**config.mk**
```make
export PLATFORM = sky130hd
export DESIGN_NAME = tdm_frame_irq_timing_status
export DESIGN_NICKNAME = d
export VERILOG_FILES = /design/src/tdm_irq_pkg.sv /design/src/tdm_frame_irq_timing_status.sv
export VERILOG_INCLUDE_DIRS = /design/src
export SDC_FILE = /design/constraint.sdc
export NUM_CORES = 1
export LEC_CHECK = 0
export ABC_AREA = 1
export BUFFER_PORTS_ARGS = -buffer_cell sky130_fd_sc_hd__buf_2
export CORE_MARGIN = 2
export CORE_UTILIZATION = 35
export DETAILED_ROUTE_END_ITERATION = 8
export HOLD_SLACK_MARGIN = 0.15
export PLACE_DENSITY = 0.62
export SYNTH_ARGS = -nofsm -noshare
export SYNTH_HDL_FRONTEND = slang
export SYNTH_SLANG_ARGS = --single-unit
```
**constraint.sdc**
```tcl
create_clock -name ref_clk_i -period 3 [get_ports ref_clk_i]
set_clock_uncertainty 0.1 [all_clocks]
set_input_delay 0.45 -clock ref_clk_i [delete_from_list [all_inputs] [get_ports ref_clk_i]]
set_output_delay 0.45 -clock ref_clk_i [all_outputs]
set_load 0.01 [all_outputs]
```
**src/tdm_irq_consts.svh**
```systemverilog
// Constants for the frame and superframe interrupt timing block.
// Assumes inclusion by bare name from the package and the design file.
`ifndef TDM_IRQ_CONSTS_SVH
`define TDM_IRQ_CONSTS_SVH
`define ADDR_W 12
`define OFS_TX_DELAY 12'h184
`define OFS_RX_DELAY 12'h188
`define OFS_TX_STATE 12'h190
`define OFS_RX_STATE 12'h194
`define OFS_CH_REQUEST 12'h198
`define OFS_CH_ENABLE 12'h19c
`define SF_SEL_HI 15
`define SF_SEL_LO 14
`define FR_SEL_HI 13
`define FR_SEL_LO 12
`define DLY_HI 6
`define DLY_LO 0
`define DLY_RESET 7'h7f
`define SEL_RESET 2'h0
`define CS_NONE 2'h0
`define CS_A 2'h1
`define CS_B 2'h2
`define NUM_CHAN 6
`define CH_DIR_W 12
`define RX_HALF 12
`endif

```
**src/tdm_irq_pkg.sv**
```systemverilog
// Types shared by the frame interrupt timing block.
// Assumes the constants header sits in the same folder.
`include "tdm_irq_consts.svh"
package tdm_irq_pkg;
	typedef logic [1:0] irq_sel_type;
	typedef struct packed {
		logic [`ADDR_W-1:0] addr;
		logic [31:0] wdata;
		logic wr;
		logic rd;
	} reg_req_type;
	// Per-direction events from the transfer engine.
	typedef struct packed {
		logic xfer_ack;
		logic frame_pend;
		logic sf_frame;
	} dir_evt_type;
	typedef struct packed {
		logic xfer_seen;
		logic dly_seen;
		logic dly_run;
		logic [6:0] dly_cnt;
		logic sf_flag;
	} dir_state_type;
endpackage

```
**src/tdm_frame_irq_timing_status.sv**
```systemverilog
// Frame and superframe interrupt timing and channel configuration status.
// Assumes one clock, a synchronous register port and event pulses from the transfer engine.
//
// Functional notes
// - Bits 15-14 of the transmit delay register pick the transmit superframe interrupt trigger.
// - Bits 13-12 of the transmit delay register pick the transmit frame trigger.
// - Bits 15-14 of the receive delay register pick the receive superframe trigger.
// - Bits 13-12 of the receive delay register pick the receive frame trigger.
// - Code 10 fires the interrupt on each acknowledge and again on each delay expiry.
// - Code 11 fires the interrupt once both acknowledge and delay expiry have occurred.
// - A delay value n expires n plus one timeslots after the frame goes pending.
// - The transmit delay is seven writable bits that reset to 0x7f.
// - The receive delay is seven writable bits that reset to 0x7f.
// - Transmit channel k reports its configuration state in bits 2k+1 to 2k.
// - Receive channels report their state with the same bit placement.
// - A state of 00 means no configuration is active and 11 is never reported.
// - A state of 01 means the A configuration is active.
// - A state of 10 means the B configuration is active.
// - A channel takes its requested A or B set at the next superframe sync.
`timescale 1ns/1ps
`include "tdm_irq_consts.svh"
module tdm_frame_irq_timing_status (
	// Clock, reset, enable
	input wire logic ref_clk_i,
	input wire logic srst_i,
	input wire logic clk_en_i,
	// Register port
	input wire tdm_irq_pkg::reg_req_type reg_req_i,
	output logic [31:0] reg_rdata_o,
	// Engine events
	input wire tdm_irq_pkg::dir_evt_type tx_evt_i,
	input wire tdm_irq_pkg::dir_evt_type rx_evt_i,
	input wire logic slot_tick_i,
	input wire logic sf_sync_i,
	// Interrupt pulses
	output logic tx_frame_irq_o,
	output logic tx_superframe_irq_o,
	output logic rx_frame_irq_o,
	output logic rx_superframe_irq_o
);
	import tdm_irq_pkg::*;

	// ****************************************
	// State
	// ****************************************
	typedef struct packed {
		irq_sel_type tx_sf_sel;
		irq_sel_type tx_fr_sel;
		logic [6:0] tx_dly;
		irq_sel_type rx_sf_sel;
		irq_sel_type rx_fr_sel;
		logic [6:0] rx_dly;
		logic [`CH_DIR_W*2-1:0] req;
		logic [`CH_DIR_W*2-1:0] enb;
		logic [`CH_DIR_W*2-1:0] cs;
		dir_state_type tx;
		dir_state_type rx;
		logic [31:0] rdata;
		logic [3:0] irq;
	} state_type;

	state_type cur_ff;
	state_type nxt_cur;
	logic [`CH_DIR_W*2-1:0] sync_cs;

	// ****************************************
	// Channel state at superframe sync
	// ****************************************
	// Only 00, 01 or 10 can be produced, so the reserved code never reaches software.
	for (genvar g = 0; g < `NUM_CHAN * 2; g++) begin : g_chan
		assign sync_cs[2*g +: 2] = !cur_ff.enb[2*g] ? `CS_NONE :
			cur_ff.req[2*g] ? `CS_B :
			`CS_A;
	end

	// One direction's trigger logic; returns the new state and sets fire bits.
	function automatic dir_state_type step_dir(input dir_state_type s, input dir_evt_type e,
			input irq_sel_type sel, input logic [6:0] dly, input logic tick,
			output logic fire);
		dir_state_type n;
		logic expire;
		logic ack;
		n = s;
		fire = 1'b0;
		expire = 1'b0;
		ack = e.xfer_ack;
		if (e.frame_pend) begin
			// A new pending frame restarts the count and forgets old events.
			n.dly_run = 1'b1;
			n.dly_cnt = dly;
			n.dly_seen = 1'b0;
			n.xfer_seen = 1'b0;
			n.sf_flag = e.sf_frame;
		end else if (s.dly_run && tick) begin
			// n+1 ticks: the tick that finds zero is the expiry.
			if (s.dly_cnt == 7'h00) begin
				expire = 1'b1;
				n.dly_run = 1'b0;
			end else begin
				n.dly_cnt = s.dly_cnt - 7'h01;
			end
		end
		unique case (sel)
			2'b00: fire = ack;
			2'b01: fire = expire;
			2'b10: fire = ack | expire;
			2'b11: begin
				// A new pending frame has already cleared the recorded events in n.
				fire = (ack | n.xfer_seen) & (expire | n.dly_seen);
				if (fire) begin
					n.xfer_seen = 1'b0;
					n.dly_seen = 1'b0;
				end else begin
					n.xfer_seen = n.xfer_seen | ack;
					n.dly_seen = n.dly_seen | expire;
				end
			end
		endcase
		return n;
	endfunction

	// ****************************************
	// Next state
	// ****************************************
	always_comb begin
		logic txf;
		logic rxf;
		logic txs;
		logic rxs;
		logic [3:0] fires;
		logic [`CH_DIR_W*2-1:0] ncs;
		txf = 1'b0;
		rxf = 1'b0;
		txs = 1'b0;
		rxs = 1'b0;
		fires = 4'h0;
		ncs = cur_ff.cs;
		nxt_cur = cur_ff;
		// Frame triggers use the frame field unless the pending frame ends a superframe.
		nxt_cur.tx = step_dir(cur_ff.tx, tx_evt_i,
			tx_evt_i.frame_pend ? (tx_evt_i.sf_frame ? cur_ff.tx_sf_sel : cur_ff.tx_fr_sel)
			: (cur_ff.tx.sf_flag ? cur_ff.tx_sf_sel : cur_ff.tx_fr_sel),
			cur_ff.tx_dly, slot_tick_i, txf);
		nxt_cur.rx = step_dir(cur_ff.rx, rx_evt_i,
			rx_evt_i.frame_pend ? (rx_evt_i.sf_frame ? cur_ff.rx_sf_sel : cur_ff.rx_fr_sel)
			: (cur_ff.rx.sf_flag ? cur_ff.rx_sf_sel : cur_ff.rx_fr_sel),
			cur_ff.rx_dly, slot_tick_i, rxf);
		txs = txf & (tx_evt_i.frame_pend ? tx_evt_i.sf_frame : cur_ff.tx.sf_flag);
		rxs = rxf & (rx_evt_i.frame_pend ? rx_evt_i.sf_frame : cur_ff.rx.sf_flag);
		fires = {rxs, rxf & ~rxs, txs, txf & ~txs};
		nxt_cur.irq = fires;
		// Channel state: only 00, 01 or 10 is ever loaded.
		if (sf_sync_i) begin
			ncs = sync_cs;
		end
		nxt_cur.cs = ncs;
		if (reg_req_i.wr) begin
			unique case (reg_req_i.addr)
				`OFS_TX_DELAY: begin
					nxt_cur.tx_sf_sel = reg_req_i.wdata[`SF_SEL_HI:`SF_SEL_LO];
					nxt_cur.tx_fr_sel = reg_req_i.wdata[`FR_SEL_HI:`FR_SEL_LO];
					nxt_cur.tx_dly = reg_req_i.wdata[`DLY_HI:`DLY_LO];
				end
				`OFS_RX_DELAY: begin
					nxt_cur.rx_sf_sel = reg_req_i.wdata[`SF_SEL_HI:`SF_SEL_LO];
					nxt_cur.rx_fr_sel = reg_req_i.wdata[`FR_SEL_HI:`FR_SEL_LO];
					nxt_cur.rx_dly = reg_req_i.wdata[`DLY_HI:`DLY_LO];
				end
				`OFS_CH_REQUEST: nxt_cur.req = reg_req_i.wdata[`CH_DIR_W*2-1:0];
				`OFS_CH_ENABLE: nxt_cur.enb = reg_req_i.wdata[`CH_DIR_W*2-1:0];
				default: ;
			endcase
		end
		nxt_cur.rdata = 32'h0000_0000;
		if (reg_req_i.rd) begin
			unique case (reg_req_i.addr)
				`OFS_TX_DELAY: nxt_cur.rdata = {16'h0000, cur_ff.tx_sf_sel, cur_ff.tx_fr_sel,
					5'h00, cur_ff.tx_dly};
				`OFS_RX_DELAY: nxt_cur.rdata = {16'h0000, cur_ff.rx_sf_sel, cur_ff.rx_fr_sel,
					5'h00, cur_ff.rx_dly};
				`OFS_TX_STATE: nxt_cur.rdata = {20'h00000, cur_ff.cs[`CH_DIR_W-1:0]};
				`OFS_RX_STATE: nxt_cur.rdata = {20'h00000,
					cur_ff.cs[`RX_HALF +: `CH_DIR_W]};
				`OFS_CH_REQUEST: nxt_cur.rdata = {8'h00, cur_ff.req};
				`OFS_CH_ENABLE: nxt_cur.rdata = {8'h00, cur_ff.enb};
				default: nxt_cur.rdata = 32'h0000_0000;
			endcase
		end
	end

	// ****************************************
	// Registers
	// ****************************************
	always_ff @(posedge ref_clk_i) begin
		if (srst_i) begin
			cur_ff <= '0;
			cur_ff.tx_dly <= `DLY_RESET;
			cur_ff.rx_dly <= `DLY_RESET;
			cur_ff.tx_sf_sel <= `SEL_RESET;
			cur_ff.tx_fr_sel <= `SEL_RESET;
			cur_ff.rx_sf_sel <= `SEL_RESET;
			cur_ff.rx_fr_sel <= `SEL_RESET;
		end else if (clk_en_i) begin
			cur_ff <= nxt_cur;
		end
	end

	assign reg_rdata_o = cur_ff.rdata;
	assign tx_frame_irq_o = cur_ff.irq[0];
	assign tx_superframe_irq_o = cur_ff.irq[1];
	assign rx_frame_irq_o = cur_ff.irq[2];
	assign rx_superframe_irq_o = cur_ff.irq[3];
endmodule

```
---- Yosys cells after proc, flatten, opt, wreduce, memory -nomap -nowiden ----
Index checks and enable logic that the tools add are counted.
storage, ports and cells
  flip-flop bits (word level) ............. 152
  logic and storage cells ................. 126
  output and inout bits ................... 36
cells by class
  add/subtract/negate cells ............... 2
  equal/unequal tests ..................... 14
  bitwise operators ....................... 14
  multiplexer cells ....................... 56
  reduce and logical (&&, ||, !) cells .... 19
operators by type and width
  kind                                                                number
  24-bit one-hot mux with 6 select lines                              1
  12-bit by 9-bit == test with 1-bit output, second input constant    6
  2-bit two-way mux                                                   36
  8-bit two-way mux                                                   4
  24-bit two-way mux                                                  1
  3-bit AND reduction                                                 8
  7-bit logical NOT                                                   2
  7-bit two-way mux                                                   2
  7-bit by 1-bit subtractor with 7-bit output, second input constant  2
  1-bit two-way mux                                                   10
  2-bit == test, second input constant                                4
  1-bit one-hot mux with 4 select lines                               2
  2-bit nonzero test                                                  4
  1-bit AND                                                           6
  1-bit bitwise OR                                                    6
  2-bit by 1-bit == test with 1-bit output, second input constant     2
  2-bit logical NOT                                                   2
  2-bit != test, second input constant                                2
  1-bit logical AND                                                   2
  1-bit NOT                                                           2
  2-bit AND reduction                                                 1

---- Longest topological paths before layout ----
  depth after elaboration ................. 10
  mapped depth ............................ 12

---- Least setup slack after synthesis ----
No wires, ideal clock.
  path kind ............................... input to register
  from .................................... input reg_req_i[45] in the netlist's numbering
  to ...................................... register cur_ff (netlist bit reg_rdata_o[3])
  data arrival time ....................... 1464 ps
  stages .................................. 11
  library setup time ...................... 67 ps
  setup slack ............................. 1368 ps
  buffers on the path ..................... 2
  cell sequence ........................... nor2_2 nand3_2 nor2_4 buf_6 buf_6 nand3_1 nand2_1 inv_2 nand2_1 nand2_1 a21oi_2
on the way
  longest elaborated chain between the ends .. 3
ends and longest elaborated chain
  item                                       line                                text
  start: declaration                         tdm_frame_irq_timing_status.sv:28   input wire tdm_irq_pkg::reg_req_type reg_req_i,
  12-bit by 9-bit == test with 1-bit output  tdm_frame_irq_timing_status.sv:176  unique case (reg_req_i.addr)
  24-bit one-hot mux with 6 select lines *   tdm_frame_irq_timing_status.sv:176
  24-bit two-way mux *                       tdm_frame_irq_timing_status.sv:175  if (reg_req_i.rd) begin
  end signal: assignment                     tdm_frame_irq_timing_status.sv:204  cur_ff <= nxt_cur;
  end: declaration                           tdm_frame_irq_timing_status.sv:62   state_type cur_ff;
Every way passes the cells marked *; elsewhere a longest branch is shown, timed or not.
A chain may end at the register's enable or synchronous reset.

---- Worst setup path in the final report ----
  from .................................... input reg_req_i[45] in the netlist's numbering
  to ...................................... register cur_ff[134] in the netlist's numbering
on the way
  longest elaborated chain between the ends .. 2
ends and longest elaborated chain
  item                                       line                                text
  12-bit by 9-bit == test with 1-bit output  tdm_frame_irq_timing_status.sv:158  unique case (reg_req_i.addr)
  3-bit AND reduction (no source line)       --
Every way passes these cells.

==> flow_results.org <==
** Hold path
- The min-delay analysis places its worst path in the category input port to register.
- Worst hold start :: reg_req_i[22]

** Placement
- In this run the tool buffered the top-level ports with 76 buffer cells.
- Summing all placed instances gives a cell area of 7363 um2.
- Detailed placement finished with a half-perimeter wire length of 12890 um.
- The congestion estimate from routability-driven global placement came to 0.7921.

** Clock network
- Cts-stage hold buffer count :: 0
- Post_cts resized :: 0
- Maximum root-to-sink buffer count :: 2
- Cell at the root of the clock tree :: sky130_fd_sc_hd__clkbuf_16
- TritonCTS created 17 clock buffers.
- CTS tree :: yes
- Level count of the clock H-tree :: 4
- After clock tree synthesis, the clock-pin slew on the worst setup and hold paths is 0.06 ns.
- Total setup buffers inserted after CTS :: 0
- Clock Latency Late Sink :: 0.43 ns
- The clock net in this run drives a total of 144 sinks.

** STA
- Max-slew violation count :: 0
- For the pin with the worst max-slew slack, the measured transition is 0.7743 ns.
- After layout, the worst path uses 64.29% of the clock period.
- Unrepaired setup endpoints after global routing :: false
- Final TNS setup :: 0 ns
- Count of endpoints failing setup in the final report :: 0
- Hold Worst Slack :: 0.1617 ns
- The worst pin sits at a relative slew slack of 48.33%.
- The number of endpoints with negative hold slack in the final report came to 0.
- Subtracting the final worst setup slack from the clock period gives 1.929 ns.
- Fmax achieved :: 518.5 MHz

** Global routing
- First-pass GRT wire length :: 30550 um
- Summed over all layers, the global routing overflow is 0.
- For this run, the total global-route usage over all layers was measured as 17.87%.
- Maximum number of pins on one net before global-route repair :: 82
- The initial antenna violation count was 0.
- The number of global-route vias before repair is 5859.

** Worst setup path
- Among all stages on the critical path, the largest delay is contributed by sky130_fd_sc_hd__nor2_2.
- At the worst endpoint, the required time is 3.19 ns.
- Worst-path cell chain :: buf_2 > nor2_2 > nand3_2 > nor2_4 > nand2_1 > nor2_2 > inv_2 > nand2_1 > o211ai_1
- Kind of start point of the critical path :: input port
- STA puts the critical path data arrival time at 2.12 ns.
- Maximum net fanout on the critical path :: 17
- STA classifies the critical path endpoint as a register.
- First element of the critical path :: reg_req_i[45]
- The largest single stage delay on the critical path is 0.40 ns.
- By startpoint and endpoint, the worst setup path is classified as input port to register.
- Origin of the critical flop-to-flop path :: cur_ff[48]

** Flow run
- The tool flagged a number of max-cap violations equal to 0.

** Floorplan
- Starting Density :: 35.98%
- Die area :: 21290 um2
- The die is 145.9 um wide.
- The region available for standard cell placement spans 19590 um2.
- The die is 145.9 um tall.
- During I/O placement, the number of pins put on the boundary was 93.
- Row count :: 51

** Power and ir drop
- Leakage power :: 3.442 nW
- Total power density per cell area :: 578.5 nW/um2
- Maximum vdd ir drop :: 0.3081 mV

** Finish
- Leading cell type in the layout, fill and taps excluded :: sky130_fd_sc_hd__nand2_1
- Filler Cells Inserted :: 2072
- 0 antenna diodes ended up in the layout.
- In the final layout, the share of cells above drive strength 1 is 14.59%.
- Most frequent cells in the layout :: sky130_fd_sc_hd__nand2_1 (180), sky130_fd_sc_hd__dfxtp_1 (144), sky130_fd_sc_hd__nand3_1 (133), sky130_fd_sc_hd__nor2_1 (107), sky130_fd_sc_hd__a21oi_1 (103)
- Final design instance area without fill :: 8016 um2
- Relative to the synthesized area, the layout overhead comes to 13.74%.
- Number of nets in the layout :: 1097

** Yosys
- The number of different library cells used by synthesis comes to 32.
- Counting flops with an async set or reset pin after synthesis yields a share of 0%.
- Post-synthesis area per instance :: 6.978 um2
- Post-synthesis instance area :: 7048 um2
- Yosys warning total :: 0
- Synthesis handed over a netlist of 1010 instances.
- Sequential cells were found to cover 40.90% of the synthesized design area.
- Synth Register Bits :: 144
- Yosys mapped a number of flops with a built-in enable equal to 0.
- Prevailing post-synth register cell :: sky130_fd_sc_hd__dfxtp_1

** Routing
- Using the TritonRoute via totals, the vias-per-cell ratio works out to 4.917.
- Antenna violation net count after detailed routing :: 0
- The first routing iteration left 541 violations.
- Final routed wirelength across all metal layers :: 18820 um
- First drt pass iteration count :: 6
- Total vias in the final route :: 6461
- Dividing the detail-routed wire length by the instance count gives 14.32 um.
- In the routed design, unresolved DRC markers number 0.

** Status
- The run finished with clean final reports.
layer usage:
layer | track usage [%] | vias to the layer above | routed length, um
met5 | 0 | - | 0
met1 | 24.92 | 2880 | 9059
met4 | 6.127 | 0 | 352
met3 | 4.075 | 22 | 1250
met2 | 27.15 | 207 | 8159
li1 | - | 3352 | -
cell usage after synthesis (all sizes together) (2+ instances only):
cell / count / share of area, %
a21oi: 104 / 7.4
a31oi: 4 / 0.35
buf: 63 / 6.3
clkbuf: 25 / 1.3
clkinv: 2 / 0.11
dfxtp: 144 / 41
ha: 4 / 0.71
inv: 82 / 4.4
nand2: 187 / 10
nand3: 136 / 9.9
nand3b: 5 / 0.53
nand4: 4 / 0.35
nor2: 118 / 7.2
nor3: 15 / 1.1
o211ai: 21 / 2.2
o21ai: 90 / 6.4
xnor2: 2 / 0.25
sequential cells by signal (all words and copies together) (netlist names):
signal	count
cur_ff	116
tx_frame_irq_o	1
reg_rdata_o	24
tx_superframe_irq_o	1
rx_superframe_irq_o	1
rx_frame_irq_o	1
critical path, delay by kind of cell:
family,cells,cell delay [ns]
AND/OR/NAND/NOR,6,1.28
AO/OA/AOI/OAI,1,0.08
buffers and inverters,2,0.29
final timing paths:
path	slack [ns]	endpoint	depth (start not counted)
setup reg to reg	1.10	cur_ff[48]	9
hold reg to reg	0.36	reg_rdata_o[0]	2
hold / removal	0.16	cur_ff[126]	3
setup / recovery	1.07	cur_ff[134]	9
area by class of cell:
| class | instances | area (um2) | share of cell area (%) |
|---|---|---|---|
| sequential | 144 | 2883 | 35.96 |
| timing repair buffer | 88 | 495.5 | 6.181 |
| tap | 265 | 331.6 | 4.136 |
| inverter | 84 | 317.8 | 3.964 |
| clock buffer | 19 | 442.9 | 5.525 |
| multi-input combinational | 701 | 3336 | 41.61 |
| clock inverter | 13 | 210.2 | 2.622 |
stage by stage:
step / setup slack (ns) / utilization (%) / total power, W / instances
after floorplan: 1.368 / - / 0.002228 / 1017
after global placement: 0.6620 / 37.59 / 0.002323 / 1282
after detailed placement: 0.5893 / 37.59 / 0.002326 / 1282
after CTS: 1.031 / 40.92 / 0.004665 / 1314
after global routing: 0.8022 / 40.92 / 0.004789 / 1314
final: 1.071 / 40.92 / 0.004638 / 1314
where the power goes:
group	switching [W]	internal (W)	leakage (nW)
Clock	0.000853	0.00150	0.314
Combinational	0.000225	0.000104	1.96
Sequential	0.0000173	0.00194	1.16
cell families after synthesis:
logic type | count (synthesis) | synth area share, %
buffers and inverters | 172 | 12.14
DFF | 144 | 40.90
other | 1 | 0.05321
adders and majority gates | 4 | 0.7101
AOI/OAI and AO/OA | 220 | 16.53
xor gates and xnor gates | 3 | 0.3729
and+or+nand+nor | 466 | 29.29
Power figures use the tool's default switching activity.
